[src/rtl/usc_map.vh]
// Behaviour
// - data words of seven, eight or nine bits; nine bits for multi-controller addressing.
// - each character ends with one or two stop bits as configured.
// - one start bit always; parity optional, even or odd.
// - configuration selects msb-first or lsb-first shifting.
// - multi-controller mode neither generates nor checks parity.
// - clock from external pin or system clock, prescaler dividing by 2 to 256, then baud divisor.
// - clock-select bits 6 and 5 pick clock source and generator bypass.
// - bypassed generator outputs input clock or input divided by 16.
// - oversample clock drives serial clock pin; divide select changes only that pin.
// - prescaled clock divided by divisor plus one; bit rate is that over 16.
// - baud divisor is 8 bits, ratios 1 through 256.
// - writing transmit fifo starts transmission; parity appended when enabled.
// - transmit shift register 12 bits loaded from fifo; bit 0 goes out first.
// - both ends use identical rate, length, parity and stop settings.
// - low input is a start bit only when previous sample was high.
// - 16x oversampling; sample ticks 7, 8, 9 by majority vote.
// - receive shift register 10 bits; bit 0 holds first data bit received.
// - each complete word goes parallel then into the receive fifo, or is dropped when the fifo is full.
// - fifo service by polling, interrupt or dma via status levels.
// - transmit and receive fifos each hold two entries.
// - line mode 0x2 or 0x3 is multi-controller; wake-up bit marks address frames.
`ifndef USC_MAP_VH
`define USC_MAP_VH
`define USC_CS_SRC_BIT   6
`define USC_CS_BYP_BIT   5
`define USC_OVS          5'h10
`define USC_SMP_A        4'h6
`define USC_SMP_B        4'h7
`define USC_SMP_C        4'h8
`define USC_FIFO_DEPTH   2'h2
`define USC_MODE_MC_BIT  1
`define USC_LEN_7        2'h0
`define USC_LEN_8        2'h1
`define USC_LEN_9        2'h2
`endif

[src/rtl/usc_core.v]
`timescale 1ns/1ns
`default_nettype none
`include "usc_map.vh"
module usc_core (
    input  wire        ref_clk_i,
    input  wire        resetn_i,
    input  wire        ext_clk_i,
    input  wire [1:0]  clock_select_i,
    input  wire        clock_out_divide_select_i,
    input  wire [2:0]  prescale_sel_i,
    input  wire [7:0]  baud_divisor_i,
    input  wire [1:0]  data_len_i,
    input  wire        two_stop_i,
    input  wire        parity_en_i,
    input  wire        parity_odd_i,
    input  wire        msb_first_i,
    input  wire [1:0]  line_mode_field_i,
    input  wire        tx_wake_up_bit_i,
    input  wire        rx_enable_i,
    input  wire [7:0]  tx_data_i,
    input  wire        tx_valid_i,
    output wire        tx_ready_o,
    output wire [7:0]  rx_data_o,
    output wire        rx_extra_o,
    output wire        rx_valid_o,
    input  wire        rx_ready_i,
    input  wire        rxd_i,
    output reg         txd_o,
    output reg         serial_clk_o,
    output wire        tx_fifo_empty_o,
    output wire        rx_fifo_full_o
);
    // clock source: ext pin sampled as synchronous input, rising edge gives a tick
    reg        ext_q;
    wire       src_int  = ~clock_select_i[1];
    wire       ext_tick = ext_clk_i & ~ext_q;
    wire       in_tick  = src_int ? 1'b1 : ext_tick;
    wire       bypass   = clock_select_i[0];
    reg  [7:0] pre_cnt_q;
    reg  [7:0] brd_cnt_q;
    reg  [3:0] div16_q;
    wire [7:0] pre_lim  = (8'h02 << prescale_sel_i) - 8'h01;
    // compare at or above limit so a lowered setting cannot strand a counter
    wire       pre_tick = in_tick & (pre_cnt_q >= pre_lim);
    // oversample tick: divisor+1 division of prescaled clock, or bypass
    wire       brd_tick = pre_tick & (brd_cnt_q >= baud_divisor_i);
    wire       ovs_tick = bypass ? in_tick : brd_tick;
    wire       pin_tick = (bypass & clock_out_divide_select_i) ?
                          (ovs_tick & (div16_q == 4'hF)) : ovs_tick;
    always @(posedge ref_clk_i or negedge resetn_i) begin
        if (!resetn_i) begin
            ext_q        <= 1'b0;
            pre_cnt_q    <= 8'h00;
            brd_cnt_q    <= 8'h00;
            div16_q      <= 4'h0;
            serial_clk_o <= 1'b0;
        end else begin
            ext_q <= ext_clk_i;
            if (in_tick)
                pre_cnt_q <= pre_tick ? 8'h00 : pre_cnt_q + 8'h01;
            if (pre_tick)
                brd_cnt_q <= brd_tick ? 8'h00 : brd_cnt_q + 8'h01;
            if (ovs_tick)
                div16_q <= div16_q + 4'h1;
            // pin toggles only; baud path untouched
            if (pin_tick)
                serial_clk_o <= ~serial_clk_o;
        end
    end
    // selection happens in src_int and bypass above

    wire mc_mode = line_mode_field_i[`USC_MODE_MC_BIT];
    wire par_on  = parity_en_i & ~mc_mode;
    // last data bit is wake-up bit in multi-controller mode
    wire [3:0] nbits = (data_len_i == `USC_LEN_7) ? 4'h7 :
                       (data_len_i == `USC_LEN_8) ? 4'h8 : 4'h9;

    reg  [8:0] txf_q [0:1];
    reg  [8:0] rxf_q [0:1];
    reg        txw_q, txr_q, rxw_q, rxr_q;
    reg  [1:0] txn_q, rxn_q;
    wire       tx_push = tx_valid_i & tx_ready_o;
    wire       rx_pop  = rx_valid_o & rx_ready_i;
    // status levels serve polling, interrupt or dma logic outside
    assign tx_ready_o      = (txn_q != `USC_FIFO_DEPTH);
    assign tx_fifo_empty_o = (txn_q == 2'h0);
    assign rx_valid_o      = (rxn_q != 2'h0);
    assign rx_fifo_full_o  = (rxn_q == `USC_FIFO_DEPTH);
    assign rx_data_o       = rxf_q[rxr_q][7:0];
    assign rx_extra_o      = rxf_q[rxr_q][8];

    // transmitter
    localparam TX_IDLE = 2'h0;
    localparam TX_RUN  = 2'h1;
    reg  [1:0] tx_st_q;
    reg  [3:0] tx_ovs_q;
    reg  [3:0] tx_bit_q;
    reg  [3:0] tx_tot_q;
    reg  [11:0] tx_sh_q;
    wire       tx_pop  = (tx_st_q == TX_IDLE) & (txn_q != 2'h0) & ovs_tick;
    wire [8:0] tw      = txf_q[txr_q];
    reg  [8:0] tx_word;
    reg  [3:0] tx_len;
    integer    i;
    always @* begin
        tx_word = 9'h000;
        for (i = 0; i < 9; i = i + 1) begin
            if (i < nbits)
                tx_word[i] = msb_first_i ? tw[nbits - 1 - i] : tw[i];
        end
        // wake-up bit stored with the word, not the live pin
        if (mc_mode)
            tx_word[nbits - 4'h1] = tw[8];
        tx_len = 4'h1 + nbits + {3'h0, par_on} + 4'h1 + {3'h0, two_stop_i};
    end
    wire tx_par = (^(tx_word & ~(9'h1FF << nbits))) ^ parity_odd_i;
    always @(posedge ref_clk_i or negedge resetn_i) begin
        if (!resetn_i) begin
            tx_st_q  <= TX_IDLE;
            tx_ovs_q <= 4'h0;
            tx_bit_q <= 4'h0;
            tx_tot_q <= 4'h0;
            tx_sh_q  <= 12'hFFF;
            txd_o    <= 1'b1;
        end else begin
            case (tx_st_q)
                TX_IDLE: begin
                    txd_o <= 1'b1;
                    if (tx_pop) begin
                        if (par_on)
                            tx_sh_q <= (12'hFFF << (nbits + 4'h1)) |
                                       ({11'h000, tx_par} << nbits) | {3'h0, tx_word};
                        else
                            tx_sh_q <= (12'hFFF << nbits) | {3'h0, tx_word};
                        txd_o    <= 1'b0;
                        tx_ovs_q <= 4'h0;
                        tx_bit_q <= 4'h0;
                        tx_tot_q <= tx_len;
                        tx_st_q  <= TX_RUN;
                    end
                end
                TX_RUN: begin
                    if (ovs_tick) begin
                        tx_ovs_q <= tx_ovs_q + 4'h1;
                        if (tx_ovs_q == 4'hF) begin
                            tx_bit_q <= tx_bit_q + 4'h1;
                            if (tx_bit_q + 4'h1 == tx_tot_q) begin
                                txd_o   <= 1'b1;
                                tx_st_q <= TX_IDLE;
                            end else begin
                                // stop bits shift in as ones
                                txd_o   <= tx_sh_q[0];
                                tx_sh_q <= {1'b1, tx_sh_q[11:1]};
                            end
                        end
                    end
                end
                default: tx_st_q <= TX_IDLE;
            endcase
        end
    end

    // receiver
    localparam RX_IDLE = 2'h0;
    localparam RX_RUN  = 2'h1;
    reg  [1:0] rx_st_q;
    reg  [3:0] rx_ovs_q;
    reg  [3:0] rx_bit_q;
    reg  [2:0] rx_vote_q;
    reg        rx_prev_q;
    reg  [9:0] rx_sh_q;
    wire       maj = (rx_vote_q[0] & rx_vote_q[1]) | (rx_vote_q[0] & rx_vote_q[2]) |
                     (rx_vote_q[1] & rx_vote_q[2]);
    wire [3:0] rx_last = nbits + {3'h0, par_on};
    wire       rx_done = (rx_st_q == RX_RUN) & ovs_tick & (rx_ovs_q == 4'hF) &
                         (rx_bit_q == rx_last + 4'h1);
    reg  [8:0] rx_word;
    integer    k;
    always @* begin
        rx_word = 9'h000;
        // bit 0 holds first received bit in lsb mode
        for (k = 0; k < 9; k = k + 1) begin
            if (k < nbits)
                rx_word[k] = msb_first_i ? rx_sh_q[nbits - 1 - k] : rx_sh_q[k];
        end
        if (mc_mode)
            rx_word[8] = rx_sh_q[nbits - 4'h1];
    end
    always @(posedge ref_clk_i or negedge resetn_i) begin
        if (!resetn_i) begin
            rx_st_q   <= RX_IDLE;
            rx_ovs_q  <= 4'h0;
            rx_bit_q  <= 4'h0;
            rx_vote_q <= 3'h7;
            rx_prev_q <= 1'b1;
            rx_sh_q   <= 10'h000;
        end else if (ovs_tick) begin
            case (rx_st_q)
                RX_IDLE: begin
                    rx_prev_q <= rxd_i;
                    if (rx_enable_i & rx_prev_q & ~rxd_i) begin
                        rx_st_q  <= RX_RUN;
                        rx_ovs_q <= 4'h1;
                        rx_bit_q <= 4'h0;
                    end
                end
                RX_RUN: begin
                    rx_ovs_q <= rx_ovs_q + 4'h1;
                    if (rx_ovs_q == `USC_SMP_A)
                        rx_vote_q[0] <= rxd_i;
                    if (rx_ovs_q == `USC_SMP_B)
                        rx_vote_q[1] <= rxd_i;
                    if (rx_ovs_q == `USC_SMP_C)
                        rx_vote_q[2] <= rxd_i;
                    if (rx_ovs_q == 4'hF) begin
                        rx_bit_q <= rx_bit_q + 4'h1;
                        if (rx_bit_q == 4'h0 && maj) begin
                            rx_st_q   <= RX_IDLE;
                            rx_prev_q <= 1'b1;
                        end else if (rx_bit_q != 4'h0 && rx_bit_q <= nbits) begin
                            rx_sh_q[rx_bit_q - 4'h1] <= maj;
                        end
                        if (rx_done) begin
                            rx_st_q   <= RX_IDLE;
                            rx_prev_q <= maj;
                        end
                    end
                end
                default: rx_st_q <= RX_IDLE;
            endcase
        end
    end

    // fifo pointers; rx word dropped when full
    wire rx_push = rx_done & (rxn_q != `USC_FIFO_DEPTH);
    always @(posedge ref_clk_i or negedge resetn_i) begin
        if (!resetn_i) begin
            txw_q <= 1'b0;
            txr_q <= 1'b0;
            txn_q <= 2'h0;
            rxw_q <= 1'b0;
            rxr_q <= 1'b0;
            rxn_q <= 2'h0;
        end else begin
            if (tx_push)
                txw_q <= ~txw_q;
            if (tx_pop)
                txr_q <= ~txr_q;
            txn_q <= txn_q + {1'b0, tx_push} - {1'b0, tx_pop};
            if (rx_push)
                rxw_q <= ~rxw_q;
            if (rx_pop)
                rxr_q <= ~rxr_q;
            rxn_q <= rxn_q + {1'b0, rx_push} - {1'b0, rx_pop};
        end
    end
    always @(posedge ref_clk_i) begin
        if (tx_push)
            txf_q[txw_q] <= {tx_wake_up_bit_i, tx_data_i};
        if (rx_push)
            rxf_q[rxw_q] <= rx_word;
    end
endmodule
`default_nettype wire

[config.mk]
export PLATFORM = sky130hd
export DESIGN_NAME = usc_core
export DESIGN_NICKNAME = d
export VERILOG_FILES = /design/src/rtl/usc_core.v
export VERILOG_INCLUDE_DIRS = /design/src /design/src/rtl
export SDC_FILE = /design/constraint.sdc
export NUM_CORES = 1
export LEC_CHECK = 0
export ABC_CLOCK_PERIOD_IN_PS = 6000
export BUFFER_PORTS_ARGS = -buffer_cell sky130_fd_sc_hd__buf_2
export CAP_MARGIN = 20
export CORE_MARGIN = 2
export CORE_UTILIZATION = 34
export CTS_CLUSTER_SIZE = 40
export DETAILED_ROUTE_END_ITERATION = 16
export SETUP_SLACK_MARGIN = 0.3
export SLEW_MARGIN = 20
export SYNTH_ARGS = -nofsm -noshare
export SYNTH_HDL_FRONTEND = slang
export SYNTH_SLANG_ARGS = --single-unit
[constraint.sdc]
create_clock -name ref_clk_i -period 6 [get_ports ref_clk_i]
set_input_delay 1.2 -clock ref_clk_i [delete_from_list [all_inputs] [get_ports ref_clk_i]]
set_output_delay 1.2 -clock ref_clk_i [all_outputs]
set_load 0.05 [all_outputs]
==> impl_metrics.env <==
export IMPL_worstPathCellList="buf_2, and2b_1, inv_2, ha_1, mux4_2, o22a_1, xnor3_2, xnor3_1, xnor3_2, a211o_1, a31oi_1"
export IMPL_critPathMaxStageDelay_ns=0.55
export IMPL_worst_pin_slew_ns=0.950
export IMPL_synth_cell_types=65
export IMPL_cp_slowest_cell="mux4_2"
export IMPL_reg2reg_slack_ns=2.48
export IMPL_busiest_layer="met2"
export IMPL_synth_edf_count=36
export IMPL_synth_most_common_cell="nand2_1"
export IMPL_path_delay_family="XOR/XNOR gates"
export IMPL_path_class="in -> reg"
export IMPL_grt_util_met2_pct=21.5
export IMPL_hp_class="reg -> reg"
export IMPL_drive_above_1_share_pct=21.1
export IMPL_ys_ff_latch=115
export IMPL_grt_max_degree=75
export IMPL_wl_per_cell_um=14.8
export IMPL_drv_cap=0
export IMPL_clk_pin_slew_worst_paths_ns=0.06
export IMPL_path_max_fanout=13
export IMPL_die_h_um=147
export IMPL_outcome="finished clean"
export IMPL_first_pass_iters=5
export IMPL_skew_ns=0.00762
export IMPL_cts_hold_buf=0
export IMPL_met1_usage_pct=19.4
export IMPL_clock_latency_ns=0.42
export IMPL_final_core_util_pct=39.7
export IMPL_rsz0062_at_grt="false"
export IMPL_synth_top_area_share_pct=22.3
export IMPL_required_ns=6.35
export IMPL_dp_hpwl_mm=10.5
export IMPL_combPwrFrac_pct=31.2
export IMPL_numCtsBuffers=17
export IMPL_start_util_pct=34.5
export IMPL_min_period_ns=4.79
export IMPL_drt_wl_total_mm=14.7
export IMPL_grt_first_pass_wirelength_mm=24.4
export IMPL_yosys_top_cells_count="63 x nand2_1, 62 x dfrtp_1, 54 x o21ai_0"
export IMPL_use_met3_pct=3.66
export IMPL_fmax_ghz=0.209
export IMPL_vias=5083
export IMPL_period_share_pct=79.9
export IMPL_swShare_pct=34.1
export IMPL_seq_area_frac_synth_pct=44.2
export IMPL_cpMostUsedCell="xnor3_2"
export IMPL_num_io_pins=53
export IMPL_port_buffers=51
export IMPL_timing_hold_ws_ns=0.468
export IMPL_slew_viol_final=0
export IMPL_hold_viol=0
export IMPL_maxSlewHeadroom_pct=36.7
export IMPL_end_kind="flip-flop"
export IMPL_grt_pass1_vias=4817
export IMPL_startpoint_type="input port"
export IMPL_power_frac_clock_pct=29.9
export IMPL_post_cts_setup_buffer_count=0
export IMPL_fill_cells=1995
export IMPL_p_seq_share_pct=38.9
export IMPL_cts_sinks=115
export IMPL_finalSetupTns_ns=0
export IMPL_p_switching_w=0.00110
export IMPL_synth_top_area_cell="dfrtp_1"
export IMPL_cts_resized=0
export IMPL_num_rows=52
export IMPL_root_buffer="clkbuf_16"
export IMPL_arrival_ns=5.14
export IMPL_setup_viol=0
export IMPL_vias_per_cell=5.11
export IMPL_synth_nets=746
export IMPL_cts_buffer_depth=2
export IMPL_yosys_top_cells_area="dfrtp_1 22%, edfxtp_1 16%, ha_1 7.4%"
export IMPL_grtUsageTotal_pct=14.2
export IMPL_overflow=0
export IMPL_drt_iter0_markers=286
export IMPL_p_per_area_mw_per_mm2=404
export IMPL_die_width_um=147
export IMPL_synth_main_ff_cell="dfrtp_1"
export IMPL_yosys_warnings=0
export IMPL_cp_num_buf_inv=2
export IMPL_synthCells=667
export IMPL_p_int_w=0.00213
export IMPL_synth_area_per_cell_sq_um=10.4
export IMPL_cts_tree="yes"
export IMPL_syn_area_sq_mm=0.00696
export IMPL_diodes=0
export IMPL_antenna_found_initial=0
export IMPL_gp_congestion=0.810
export IMPL_peakVddDrop_uv=198
export IMPL_htreeDepth=4
export IMPL_leakage_nw=3.43
export IMPL_core_area_sq_mm=0.0202
export IMPL_area_delta_synth_final_pct=15.0
export IMPL_drc=0
export IMPL_ant_nets=0
export IMPL_instances_no_fill=994
export IMPL_place_inst=962
export IMPL_layout_nets=790
export IMPL_synthArstFlopShare_pct=68.7
export IMPL_die_area_sq_mm=0.0216
-- layout by cell type (no fill, tap or decap), types with 3 or more instances in the layout --
cell         n
xnor2_1     18
clkbuf_16   17
nand4_1      9
xor2_1      10
buf_4        7
a21oi_1     24
ha_1        41
mux2_2      31
o22a_1       3
a22oi_1      3
clkinv_2     4
or3_1        3
nor3_1      14
clkinvlp_4   5
edfxtp_1    36
mux2i_1     27
o22ai_1      4
a22o_1      15
inv_1       34
xnor3_1      3
nand2_1     63
mux4_2       6
dfrtp_1     62
o21a_1       3
o21ai_0     52
o41ai_1      3
nor2b_1      6
or2_2        7
a32o_1       3
nor2_1      43
nand2b_1    11
a31oi_1      9
a211oi_1     3
dfstp_2     17
and3_1      10
a21o_1       6
nand3_1     12
o2111ai_1    6
buf_2       50
a221oi_1     4
-- flip-flops by register name, indices dropped and copies added, names as in the netlist, 8 cells and up --
register and count:
tx_sh_q 12, brd_cnt_q 8, rx_sh_q 10, rxf_q 18
pre_cnt_q 8, txf_q 18
-- worst reg2reg max path: cells and delay by family, from the launching register on --
family	cells	cell delay (ns)
xor+xnor	3	1.13
mux	2	0.84
flops	1	0.77
compound gates	3	0.71
-- stage by stage --
step	total power, W	setup WS (ns)	area, sq um
after floorplan	0.00206	1.11	6960
after global placement	0.00227	0.813	7440
after detailed placement	0.00228	0.795	7440
after CTS	0.00327	1.23	8010
after global routing	0.00346	0.945	8010
final	0.00323	1.21	8010
-- cells by family (layout without fill, tap and decap cells) --
group | Yosys count | count (layout) | share of synthesized area (%)
AO/OA/AOI/OAI | 160 | 160 | 15.2
XOR/XNOR | 33 | 33 | 5.18
adder cells (fa/ha/maj) | 42 | 42 | 7.51
buffers and inverters | 68 | 125 | 4.35
flip-flops | 115 | 115 | 44.2
multiplexers | 65 | 65 | 11.2
AND/OR/NAND/NOR | 184 | 184 | 12.3
-- cell type report --
type	instances	area, sq um	area share [%]
clock buffer	17	425	5.31
clock inverter	15	143	1.78
inverter	36	135	1.69
multi-input combinational	484	3580	44.8
sequential	115	3080	38.5
tap	270	338	4.22
timing repair buffer	57	303	3.78
-- power by group through the flow --
stage	Combinational, W	Sequential (W)	Clock (W)
3_3_place_gp	0.000999	0.00127	0
4_1_cts	0.00102	0.00126	0.000988
5_1_grt	0.00115	0.00130	0.00102
6_report	0.00101	0.00126	0.000967
2_1_floorplan	0.000858	0.00120	0
3_5_place_dp	0.00101	0.00127	0
-- worst paths after layout --
path | to | startpoint | cells after the start
setup / recovery | tx_sh_q[8] | data_len_i[0] | 11
hold / removal | serial_clk_o | serial_clk_o | 1
setup reg to reg | tx_sh_q[8] | txr_q | 8
hold reg to reg | serial_clk_o | serial_clk_o | 1
max in group asynchronous | rx_st_q[0] | resetn_i | 2
min in group asynchronous | rxw_q | resetn_i | 1
-- per-layer routing --
| metal | routed length (um) | vias to the layer above | share of wire, % |
|---|---|---|---|
| li1 | - | 2534 | - |
| met1 | 7130 | 2416 | 48 |
| met2 | 6560 | 111 | 45 |
| met3 | 676 | 22 | 4.6 |
| met4 | 340 | 0 | 2.3 |
| met5 | 0 | - | 0 |
Note: power is estimated with default switching activity, not from simulation.
